==> src/cpu_sub_trap_pkg.sv <==
// Overview of operation
// [RULE1] Byte subtract takes memory from A or B and writes back to it.
// [RULE2] Negative flag copies result bit 7, or bit 15 for the word subtract.
// [RULE3] Byte overflow: operand signs differ and result sign leaves accumulator sign.
// [RULE4] Byte carry is the borrow out of bit 7 from the three sign bits.
// [RULE5] Byte opcodes 80/90/B0/A0 and C0/D0/F0/E0, prefix 18 for Y, with dummy reads.
// [RULE6] Word subtract reads high byte then low byte and updates the double accumulator.
// [RULE7] Carry always means borrow in every subtract.
// [RULE8] Word overflow and borrow are judged from bit 15 of operands and result.
// [RULE9] Word opcodes 83/93/B3/A3 and 18 A3, ending with a dummy FFFF read.
// [RULE10] Trap return address points past the trap opcode.
// [RULE11] Trap pushes PC lo/hi, Y lo/hi, X lo/hi, A, B, then condition byte.
// [RULE12] Stack pointer drops by one after each of the nine pushed bytes.
// [RULE13] After stacking, only the interrupt mask bit is set.
// [RULE14] PC loads from the trap vector, high then low, and fetching resumes there.
// [RULE15] Trap is never blocked by the interrupt mask.
// [RULE16] Opcode 3F takes 14 cycles including dummy, repeat and vector reads.
// [RULE17] Indexed address is index plus the unsigned offset byte.
package cpu_sub_trap_pkg;
  localparam logic [7:0] OPC_PREFIX_Y = 8'h18;
  localparam logic [7:0] OPC_TRAP = 8'h3F;
  localparam logic [7:0] OPC_SUBFIRST_IDX = 8'hA0;
  localparam logic [7:0] OPC_SUBSECOND_IDX = 8'hE0;
  localparam logic [7:0] OPC_SUBWORD_IDX = 8'hA3;
  localparam logic [3:0] OPC_BYTE_LO = 4'h0;
  localparam logic [3:0] OPC_WORD_LO = 4'h3;
  localparam logic [1:0] OPC_WORD_HI = 2'h2;
  localparam logic [1:0] MODE_IMMED = 2'h0;
  localparam logic [1:0] MODE_DIR = 2'h1;
  localparam logic [1:0] MODE_IDX = 2'h2;
  localparam logic [1:0] MODE_EXT = 2'h3;
  localparam logic [15:0] DUMMY_ADDR = 16'hFFFF;
  // Vector location is arbitrary
  localparam logic [15:0] TRAP_VECTOR = 16'hFFF0;
  localparam logic [15:0] PC_RESET = 16'h0000;
  localparam logic [15:0] SP_RESET = 16'h00FF;
  localparam logic [7:0] FLAGS_RESET = 8'h10;
  localparam int FLAG_I = 4;
  localparam int FLAG_N = 3;
  localparam int FLAG_Z = 2;
  localparam int FLAG_V = 1;
  localparam int FLAG_C = 0;
  localparam logic [3:0] PUSH_LAST = 4'h8;
  typedef enum logic [3:0] {
    ST_FETCH, ST_PREOP, ST_ARG1, ST_ARG2, ST_IDXDUM, ST_OPHI, ST_OPLO, ST_TAILDUM,
    ST_TRAPDUM, ST_PUSH, ST_TRAPRPT, ST_VECHI, ST_VECLO
  } state_t;
endpackage

==> src/cpu_subtract_and_soft_trap.sv <==
`timescale 1ns/100ps
module cpu_subtract_and_soft_trap import cpu_sub_trap_pkg::*; (
  input wire logic clk,
  input wire logic rst_n,
  input wire logic ce,
  input wire logic presetEn,
  input wire logic [15:0] presetPc,
  input wire logic [15:0] presetX,
  input wire logic [15:0] presetY,
  input wire logic [15:0] presetSp,
  input wire logic [7:0] presetA,
  input wire logic [7:0] presetB,
  input wire logic [7:0] presetFlags,
  input wire logic [7:0] busDataIn,
  output logic [15:0] busAddr,
  output logic [7:0] busDataOut,
  output logic busRw,
  output logic opFetch,
  output logic [7:0] firstAccumulator,
  output logic [7:0] secondAccumulator,
  output logic [15:0] indexX,
  output logic [15:0] indexY,
  output logic [15:0] stackPtr,
  output logic [15:0] progCnt,
  output logic [7:0] conditionCodeByte
);
  // ****************************************
  // State
  // ****************************************
  state_t state_r, state_nxt;
  logic [15:0] pc_r, pc_nxt, x_r, x_nxt, y_r, y_nxt, sp_r, sp_nxt, ea_r, ea_nxt;
  logic [7:0] a_r, a_nxt, b_r, b_nxt, flags_r, flags_nxt, opc_r, opc_nxt, opHi_r, opHi_nxt, opLo_r, opLo_nxt;
  logic useY_r, useY_nxt;
  logic [3:0] cnt_r, cnt_nxt;
  logic execByte, execWord, isWord;
  logic [7:0] selAcc, diffByte, pushByte;
  logic [15:0] double_accumulator, operWord, diffWord;

  assign isWord = (opc_r[7:6] == OPC_WORD_HI) && (opc_r[3:0] == OPC_WORD_LO);
  assign selAcc = opc_r[6] ? b_r : a_r;
  assign diffByte = selAcc - busDataIn; // RULE1
  assign double_accumulator = {a_r, b_r};
  assign operWord = {opHi_r, opLo_r};
  assign diffWord = double_accumulator - operWord; // RULE6

  always_comb begin
    unique case (cnt_r) // RULE11
      4'h0: pushByte = pc_r[7:0];
      4'h1: pushByte = pc_r[15:8];
      4'h2: pushByte = y_r[7:0];
      4'h3: pushByte = y_r[15:8];
      4'h4: pushByte = x_r[7:0];
      4'h5: pushByte = x_r[15:8];
      4'h6: pushByte = a_r;
      4'h7: pushByte = b_r;
      default: pushByte = flags_r;
    endcase
  end

  // ****************************************
  // Sequencer and execute
  // ****************************************
  always_comb begin
    state_nxt = state_r;
    pc_nxt = pc_r;
    x_nxt = x_r;
    y_nxt = y_r;
    sp_nxt = sp_r;
    ea_nxt = ea_r;
    a_nxt = a_r;
    b_nxt = b_r;
    flags_nxt = flags_r;
    opc_nxt = opc_r;
    opHi_nxt = opHi_r;
    opLo_nxt = opLo_r;
    useY_nxt = useY_r;
    cnt_nxt = cnt_r;
    busAddr = pc_r;
    busRw = 1'b1;
    busDataOut = 8'h00;
    execByte = 1'b0;
    execWord = 1'b0;
    unique case (state_r)
      ST_FETCH: begin
        pc_nxt = pc_r + 16'h0001; // RULE10
        opc_nxt = busDataIn;
        useY_nxt = 1'b0;
        if (busDataIn == OPC_PREFIX_Y) begin // RULE5 RULE9
          useY_nxt = 1'b1;
          state_nxt = ST_PREOP;
        end else if (busDataIn == OPC_TRAP) begin
          // The mask bit is not consulted here
          state_nxt = ST_TRAPDUM; // RULE15
        end else if ((busDataIn[7] && busDataIn[3:0] == OPC_BYTE_LO) ||
                     (busDataIn[7:6] == OPC_WORD_HI && busDataIn[3:0] == OPC_WORD_LO)) begin
          state_nxt = ST_ARG1; // RULE5 RULE9
        end
      end
      ST_PREOP: begin
        pc_nxt = pc_r + 16'h0001;
        opc_nxt = busDataIn;
        // Unsupported prefixed opcodes fall back to fetch
        if (busDataIn == OPC_SUBFIRST_IDX || busDataIn == OPC_SUBSECOND_IDX || busDataIn == OPC_SUBWORD_IDX) begin
          state_nxt = ST_ARG1;
        end else begin
          state_nxt = ST_FETCH;
        end
      end
      ST_ARG1: begin
        pc_nxt = pc_r + 16'h0001;
        unique case (opc_r[5:4])
          MODE_IMMED: begin
            if (isWord) begin
              opHi_nxt = busDataIn;
              state_nxt = ST_ARG2;
            end else begin
              execByte = 1'b1;
              state_nxt = ST_FETCH;
            end
          end
          MODE_DIR: begin
            ea_nxt = {8'h00, busDataIn};
            state_nxt = ST_OPHI;
          end
          MODE_IDX: begin
            ea_nxt = (useY_r ? y_r : x_r) + {8'h00, busDataIn}; // RULE17
            state_nxt = ST_IDXDUM;
          end
          MODE_EXT: begin
            ea_nxt = {busDataIn, 8'h00};
            state_nxt = ST_ARG2;
          end
        endcase
      end
      ST_ARG2: begin
        pc_nxt = pc_r + 16'h0001;
        if (opc_r[5:4] == MODE_IMMED) begin
          opLo_nxt = busDataIn;
          state_nxt = ST_TAILDUM;
        end else begin
          ea_nxt = {ea_r[15:8], busDataIn};
          state_nxt = ST_OPHI;
        end
      end
      ST_IDXDUM: begin
        busAddr = DUMMY_ADDR; // RULE5
        state_nxt = ST_OPHI;
      end
      ST_OPHI: begin
        busAddr = ea_r;
        if (isWord) begin
          opHi_nxt = busDataIn; // RULE6
          state_nxt = ST_OPLO;
        end else begin
          execByte = 1'b1;
          state_nxt = ST_FETCH;
        end
      end
      ST_OPLO: begin
        busAddr = ea_r + 16'h0001;
        opLo_nxt = busDataIn;
        state_nxt = ST_TAILDUM;
      end
      ST_TAILDUM: begin
        busAddr = DUMMY_ADDR; // RULE9
        execWord = 1'b1;
        state_nxt = ST_FETCH;
      end
      ST_TRAPDUM: begin
        cnt_nxt = 4'h0;
        state_nxt = ST_PUSH;
      end
      ST_PUSH: begin
        busAddr = sp_r;
        busRw = 1'b0;
        busDataOut = pushByte; // RULE11
        sp_nxt = sp_r - 16'h0001; // RULE12
        cnt_nxt = cnt_r + 4'h1;
        if (cnt_r == PUSH_LAST) begin
          state_nxt = ST_TRAPRPT;
        end
      end
      ST_TRAPRPT: begin
        busAddr = sp_r + 16'h0001; // RULE16
        flags_nxt[FLAG_I] = 1'b1; // RULE13
        state_nxt = ST_VECHI;
      end
      ST_VECHI: begin
        busAddr = TRAP_VECTOR;
        pc_nxt = {busDataIn, pc_r[7:0]}; // RULE14
        state_nxt = ST_VECLO;
      end
      ST_VECLO: begin
        busAddr = TRAP_VECTOR + 16'h0001;
        pc_nxt = {pc_r[15:8], busDataIn}; // RULE14
        state_nxt = ST_FETCH;
      end
    endcase
    if (execByte) begin
      if (opc_r[6]) begin
        b_nxt = diffByte; // RULE1
      end else begin
        a_nxt = diffByte; // RULE1
      end
      flags_nxt[FLAG_N] = diffByte[7]; // RULE2
      flags_nxt[FLAG_Z] = (diffByte == 8'h00);
      flags_nxt[FLAG_V] = (selAcc[7] & ~busDataIn[7] & ~diffByte[7]) |
                          (~selAcc[7] & busDataIn[7] & diffByte[7]); // RULE3
      flags_nxt[FLAG_C] = (~selAcc[7] & busDataIn[7]) | (busDataIn[7] & diffByte[7]) |
                          (diffByte[7] & ~selAcc[7]); // RULE4 RULE7
    end
    if (execWord) begin
      a_nxt = diffWord[15:8]; // RULE6
      b_nxt = diffWord[7:0];
      flags_nxt[FLAG_N] = diffWord[15]; // RULE2
      flags_nxt[FLAG_Z] = (diffWord == 16'h0000);
      flags_nxt[FLAG_V] = (double_accumulator[15] & ~operWord[15] & ~diffWord[15]) |
                          (~double_accumulator[15] & operWord[15] & diffWord[15]); // RULE8
      flags_nxt[FLAG_C] = (~double_accumulator[15] & operWord[15]) | (operWord[15] & diffWord[15]) |
                          (diffWord[15] & ~double_accumulator[15]); // RULE8 RULE7
    end
    // Preset overrides the state and every model register so a test can seed the programmer's model
    if (presetEn) begin
      state_nxt = ST_FETCH;
      pc_nxt = presetPc;
      x_nxt = presetX;
      y_nxt = presetY;
      sp_nxt = presetSp;
      a_nxt = presetA;
      b_nxt = presetB;
      flags_nxt = presetFlags;
    end
  end

  always_ff @(posedge clk or negedge rst_n) begin
    if (!rst_n) begin
      state_r <= ST_FETCH;
      pc_r <= PC_RESET;
      x_r <= 16'h0000;
      y_r <= 16'h0000;
      sp_r <= SP_RESET;
      ea_r <= 16'h0000;
      a_r <= 8'h00;
      b_r <= 8'h00;
      flags_r <= FLAGS_RESET;
      opc_r <= 8'h00;
      opHi_r <= 8'h00;
      opLo_r <= 8'h00;
      useY_r <= 1'b0;
      cnt_r <= 4'h0;
    end else if (ce) begin
      state_r <= state_nxt;
      pc_r <= pc_nxt;
      x_r <= x_nxt;
      y_r <= y_nxt;
      sp_r <= sp_nxt;
      ea_r <= ea_nxt;
      a_r <= a_nxt;
      b_r <= b_nxt;
      flags_r <= flags_nxt;
      opc_r <= opc_nxt;
      opHi_r <= opHi_nxt;
      opLo_r <= opLo_nxt;
      useY_r <= useY_nxt;
      cnt_r <= cnt_nxt;
    end
  end

  assign opFetch = (state_r == ST_FETCH);
  assign firstAccumulator = a_r;
  assign secondAccumulator = b_r;
  assign indexX = x_r;
  assign indexY = y_r;
  assign stackPtr = sp_r;
  assign progCnt = pc_r;
  assign conditionCodeByte = flags_r;
endmodule // cpu_subtract_and_soft_trap

==> config.mk <==
export PLATFORM = sky130hd
export DESIGN_NAME = cpu_subtract_and_soft_trap
export DESIGN_NICKNAME = d
export VERILOG_FILES = /design/src/cpu_sub_trap_pkg.sv /design/src/cpu_subtract_and_soft_trap.sv
export SDC_FILE = /design/constraint.sdc
export NUM_CORES = 1
export LEC_CHECK = 0
export ABC_AREA = 1
export BUFFER_PORTS_ARGS = -buffer_cell sky130_fd_sc_hd__clkbuf_2
export CAP_MARGIN = 10
export CORE_ASPECT_RATIO = 1.5
export CORE_MARGIN = 2
export CORE_UTILIZATION = 40
export CTS_CLUSTER_DIAMETER = 40
export DETAILED_ROUTE_END_ITERATION = 8
export HOLD_SLACK_MARGIN = 0.12
export PLACE_DENSITY = 0.57
export SYNTH_ARGS = -nofsm -noshare
export SYNTH_HDL_FRONTEND = slang
export SYNTH_SLANG_ARGS = --single-unit
==> constraint.sdc <==
create_clock -name clk -period 4.4 [get_ports clk]
set_input_delay 0.88 -clock clk [delete_from_list [all_inputs] [get_ports clk]]
set_output_delay 0.88 -clock clk [all_outputs]
set_load 0.01 [all_outputs]
==> results.cfg, run 1 <==
[outcome]
status = completed

[yosys]
synthMuxAreaShare = 0.001871
yosysUniqueCellTypes = 51
synth_top_family_by_area = simple AND/OR/NAND/NOR gates
synth_simple_gate_area_share = 0.2949
netlist_instances = 1627
synth_edf_count = 0
ys_seq_elements = 137
netlist_area_um2 = 10700
synth.most_common_cell = nand2_1
synth_common_cells = nand2_1 (464), inv_1 (221), o21ai_0 (146)
synthXorXnorAreaFrac = 0.01146
synthAdderAreaFrac = 0.06314
yosysSeqAreaShare = 0.3214
async_flop_share = 1.000
synthTopCellsByArea = dfrtp_1 (30%), nand2_1 (16%), inv_1 (7.8%)
synth_fp_nets = 1778
syn_avg_cell_area_um2 = 6.577
synth_top_area_frac = 0.2993
synth_warnings = 0
synth_ff_type = dfrtp_1
synth_compound_area_frac = 0.2068
yosys.area.top_type = dfrtp_1

[timing]
hold_viol = 0
clock.fmax_ghz = 0.2453
rsz0062_at_grt = false
fin_tns_setup_ns = 0
worst_pin_slew_ns = 0.9101
finalMaxSlewViolations = 0
setup_ws_ns = 0.3231
finalCritPeriodShare = 0.9266
hold_slack_ns = 0.4907
slew_headroom = 0.3933
finalSetupViolations = 0
period_needed_ns = 4.077
fin_skew_ns = 0.01035

[floorplan]
ios = 214
die_w_um = 137.6
die_h_um = 204.3
die_area_um2 = 28100
core_um2 = 26400
row_count = 73
start_util = 0.4054

[clocking]
clock_path_buffers = 2
post_cts_resized = 0
cts_sinks = 137
clk_pin_slew_worst_paths_ns = 0.07
root_buffer = clkbuf_16
cts_setup_buffers = 0
tritoncts = built
cts_made_buffers = 17
postCtsHoldBufs = 0
htree_levels = 4
insertion_delay_ns = 0.45

[min_path]
whs_path_depth = 2
hold_path.class = reg2reg

[power]
irDropWorstVdd_mv = 0.3262
p_leak_nw = 6.628
power_mw = 7.638
powerDensity_nw_per_um2 = 597.0

[drt]
ant_nets = 0
wl_per_cell_um = 22.02
initialDrtViolationCount = 791
drc = 0
vias = 12140
drt_wl_total_mm = 47.98
drt-vias-per-instance = 5.573
dr.pass1.iters = 6

[critical_path]
critical_path_buf_inv_count = 2
cp-start-kind = flip-flop
end_kind = output pin
path_cells = inv_1, nand2_1, nor2_1, nor2_1, nand2_1, nor2_1, nand2_1, nand3_1, nor2_1, a22oi_1, clkbuf_2
crit_family = simple AND/OR/NAND/NOR gates
path_depth = 11
cp_max_fo = 12
crit_arrival_ns = 3.20
required_ns = 3.52
cpPeakStageDelay_ns = 0.52
r2r_slack_ns = 0.97
r2r_cells = 18
critical_path.most_common_cell = nor2_1
path_class = reg2out
crit_path_top_delay_cell = nand3_1

[global_routing]
grt_pass1_vias = 11910
track_usage = 0.3485
antenna_found_initial = 0
grt_max_degree = 92
grt_first_pass_wirelength_mm = 70.77
grt-ovfl-total = 0

[placed_design]
dp_hpwl_mm = 39.08
gp_congestion = 0.9630
dp_slack_ns = 0.6621
place.port_buffers = 213

[job]
maxCapViolCount = 0

[cells_and_area]
final_util = 0.4847
area_delta_synth_final_pct = 19.56
diodes = 0
drive_gt1_frac = 0.1612
final_nets = 1980
## cells by family after synthesis
family	Yosys count
muxes	2
DFF	137
adders and majority gates	51
and+or+nand+nor	763
buffers and inverters	279
AOI/OAI and AO/OA	381
xor gates and xnor gates	14
## cell type report
class | count | area (µm²)
clock buffer | 18 | 429.2
clock inverter | 14 | 222.7
fill | 2786 | 13600
inverter | 231 | 867.1
multi-input combinational | 1211 | 6187
sequential | 137 | 3440
tap | 337 | 421.7
timing repair buffer | 231 | 1227
## sequential cells by signal, indices dropped and copies added (netlist names), 16 cells and up
name / flops
indexX: 16
indexY: 16
ea_r: 16
stackPtr: 16
progCnt: 16
## power by group
group          switching [mW]  total [mW]  internal (mW)
clock                   0.611        1.62           1.01
combinational            2.67        3.98           1.32
sequential              0.432        2.04           1.60
total                    3.71        7.64           3.93
## cell usage in the layout (no fill, tap or decap), drive strengths merged, types with 3 or more instances in the layout
cell	count
o31ai	3
nand3b	6
o22ai	40
nand2	467
or2	5
clkbuf	230
bufinv	5
a31oi	11
a21oi	88
o221ai	3
xor2	11
o21a	3
o21bai	4
nand4	21
nand3	85
nor3	17
clkinv	9
nor2	150
ha	46
nor4	9
xnor2	3
buf	19
dfstp	9
o211ai	11
a221oi	6
a211oi	3
o21ai	168
a22oi	29
inv	229
fa	5
dfrtp	128
o2111ai	5
## path summary, 6_finish.rpt
check | startpoint | to
max in group asynchronous | rst_n | stackPtr[5]
min reg2reg | opc_r[7] | opc_r[7]
min | opc_r[7] | opc_r[7]
max reg2reg | opc_r[6] | conditionCodeByte[2]
max | state_r[2] | busAddr[4]
min in group asynchronous | rst_n | indexX[1]
## worst reg2reg max path, cell delays in order (launching register included)
cell,delay [ns]
dfrtp_1,0.69
o21ai_0,0.22
ha_1,0.45
a21oi_1,0.14
or2_2,0.30
nand3_1,0.08
nand2_1,0.08
nand2_1,0.06
a21oi_1,0.07
fa_1,0.55
nor3b_1,0.21
nand4_1,0.11
nor2_1,0.09
nand3_1,0.07
nand2_1,0.06
inv_1,0.05
nand2_1,0.06
nand2_1,0.04
nand2_1,0.05
## routing by layer
metal  part of all wire  GRT usage  vias to the layer above
met5                  0          0                        -
met4              0.078     0.2437                        0
met1               0.36     0.3735                     5655
met2               0.50     0.6171                      553
met3              0.058    0.05109                      145
li1                   -          -                     5790
## stage by stage
stage / instances / cell area, µm²
floorplan: 1627 / 10700
global placement: 2146 / 12120
detailed placement: 2146 / 12120
CTS: 2178 / 12770
global route: 2179 / 12790
finish: 2179 / 12790
No activity file was read; power rests on OpenSTA's default activity.
==> run 2: changes to the inputs <==
--- a/config.mk
+++ b/config.mk
@@ -11,10 +11,11 @@
 export CORE_ASPECT_RATIO = 1.5
 export CORE_MARGIN = 2
 export CORE_UTILIZATION = 40
-export CTS_CLUSTER_DIAMETER = 40
+export CTS_CLUSTER_DIAMETER = 60
 export DETAILED_ROUTE_END_ITERATION = 8
 export HOLD_SLACK_MARGIN = 0.12
 export PLACE_DENSITY = 0.57
+export SETUP_SLACK_MARGIN = 0.4
 export SYNTH_ARGS = -nofsm -noshare
 export SYNTH_HDL_FRONTEND = slang
 export SYNTH_SLANG_ARGS = --single-unit
==> results.cfg, run 2 (synthesis gave the netlist of run 1 again) <==
[outcome]
status = completed

[drt]
wl_per_cell_um = 21.99
dr.pass1.iters = 6
drt-vias-per-instance = 5.557
vias = 12110
drc = 0
initialDrtViolationCount = 752
drt_wl_total_mm = 47.93
ant_nets = 0

[cells_and_area]
area_delta_synth_final_pct = 19.95
mostFrequentLayoutCell = nand2_1
final_nets = 1980
diodes = 0
finalInstanceArea_um2 = 12840
drive_gt1_frac = 0.1640
final_cell_mix = nand2_1 (464), inv_1 (221), clkbuf_2 (212), o21ai_0 (146), nor2_1 (143)

[floorplan]
core_um2 = 26400
die_h_um = 204.3
die_w_um = 137.6
die_area_um2 = 28100
row_count = 73
start_util = 0.4054
ios = 214

[critical_path]
path_class = reg2out
r2r_cells = 18
crit_path_top_delay_cell = dfrtp_1
r2r_end = conditionCodeByte[2]
r2r-start = opc_r[6]
cpPeakStageDelay_ns = 0.41
end_kind = output pin
cp_max_fo = 11
path_cells = inv_1, nor2_4, nand2_1, inv_1, nor2_2, nand2_1, inv_1, nand2_1, o2111ai_1, clkbuf_2
crit_arrival_ns = 2.92
cp-start-kind = flip-flop
r2r_slack_ns = 0.99
required_ns = 3.52

[power]
powerDensity_nw_per_um2 = 595.9
p_leak_nw = 6.617
irDropWorstVdd_mv = 0.3257

[global_routing]
antenna_found_initial = 0
grt_max_degree = 92
grt_first_pass_wirelength_mm = 70.78
grt-ovfl-total = 0
grt_pass1_vias = 11910
track_usage = 0.3485

[placed_design]
dp_slack_ns = 0.6621
gp_congestion = 0.9630
postPlaceCellArea_um2 = 12120
dp_hpwl_mm = 39.08
place.port_buffers = 213

[timing]
period_needed_ns = 3.801
hold_viol = 0
setup_ws_ns = 0.5985
fin_tns_setup_ns = 0
clock.fmax_ghz = 0.2631
finalCritPeriodShare = 0.8640
fin_skew_ns = 0.009949
finalSetupViolations = 0
rsz0062_at_grt = false
worst_pin_slew_ns = 0.8948
finalMaxSlewViolations = 0
slew_headroom = 0.3971

[clocking]
cts_setup_buffers = 0
insertion_delay_ns = 0.45
tritoncts = built
postCtsHoldBufs = 0
cts_sinks = 137
clock_path_buffers = 2
clk_pin_slew_worst_paths_ns = 0.06
root_buffer = clkbuf_16
htree_levels = 4
cts_made_buffers = 17
post_cts_resized = 1

[min_path]
hp-start = opHi_r[6]
hold_path.class = reg2reg
whs_path_depth = 2
holdPathEnd = opHi_r[6]

[job]
maxCapViolCount = 0
run 2: power breakdown:
group	total [mW]	switching, mW	internal (mW)
Sequential	2.04	0.432	1.60
Clock	1.62	0.608	1.01
Combinational	4.00	2.68	1.32
Total	7.65	3.72	3.93
run 2: metal layers:
layer,global-route usage,up-vias,share of wire
met1,0.3737,5644,0.37
li1,-,5800,-
met4,0.2437,0,0.077
met2,0.6171,519,0.50
met3,0.05109,146,0.055
met5,0,-,0
run 2: cell type report:
type                       count  area (µm²)
fill                        2781       13560
multi-input combinational   1211        6228
sequential                   137        3440
timing repair buffer         231        1227
inverter                     231       867.1
clock buffer                  18       429.2
tap                          337       421.7
clock inverter                14       222.7
run 2: worst max path at each step:
stage,depth (start not counted),to,startpoint,slack (ns)
floorplan,18,conditionCodeByte[2],busDataIn[2],1.21
global placement,19,conditionCodeByte[2],busDataIn[3],0.70
detailed placement,19,conditionCodeByte[2],busDataIn[3],0.66
CTS,12,busAddr[10],state_r[2],0.42
global route,10,busAddr[3],state_r[3],0.44
finish,10,busAddr[3],state_r[3],0.60
run 2: per-stage QoR:
step           power (mW)    util  hold WS (ns)  std cells
6_report            7.649  0.4863        0.4897       2179
5_1_grt             8.214  0.4863        0.5214       2179
4_1_cts             7.619  0.4839        0.4918       2178
3_5_place_dp        5.982  0.4590        0.4760       2146
3_3_place_gp        5.965  0.4590        0.4697       2146
2_1_floorplan       4.518       -        0.4529       1627
run 2: worst max-delay path, delay by kind of cell, from the launching register on:
family | cells | cell delay, ns
AND/OR/NAND/NOR | 5 | 1.09
buffers and inverters | 4 | 0.78
AO/OA/AOI/OAI | 1 | 0.20
flip-flops | 1 | 0.41
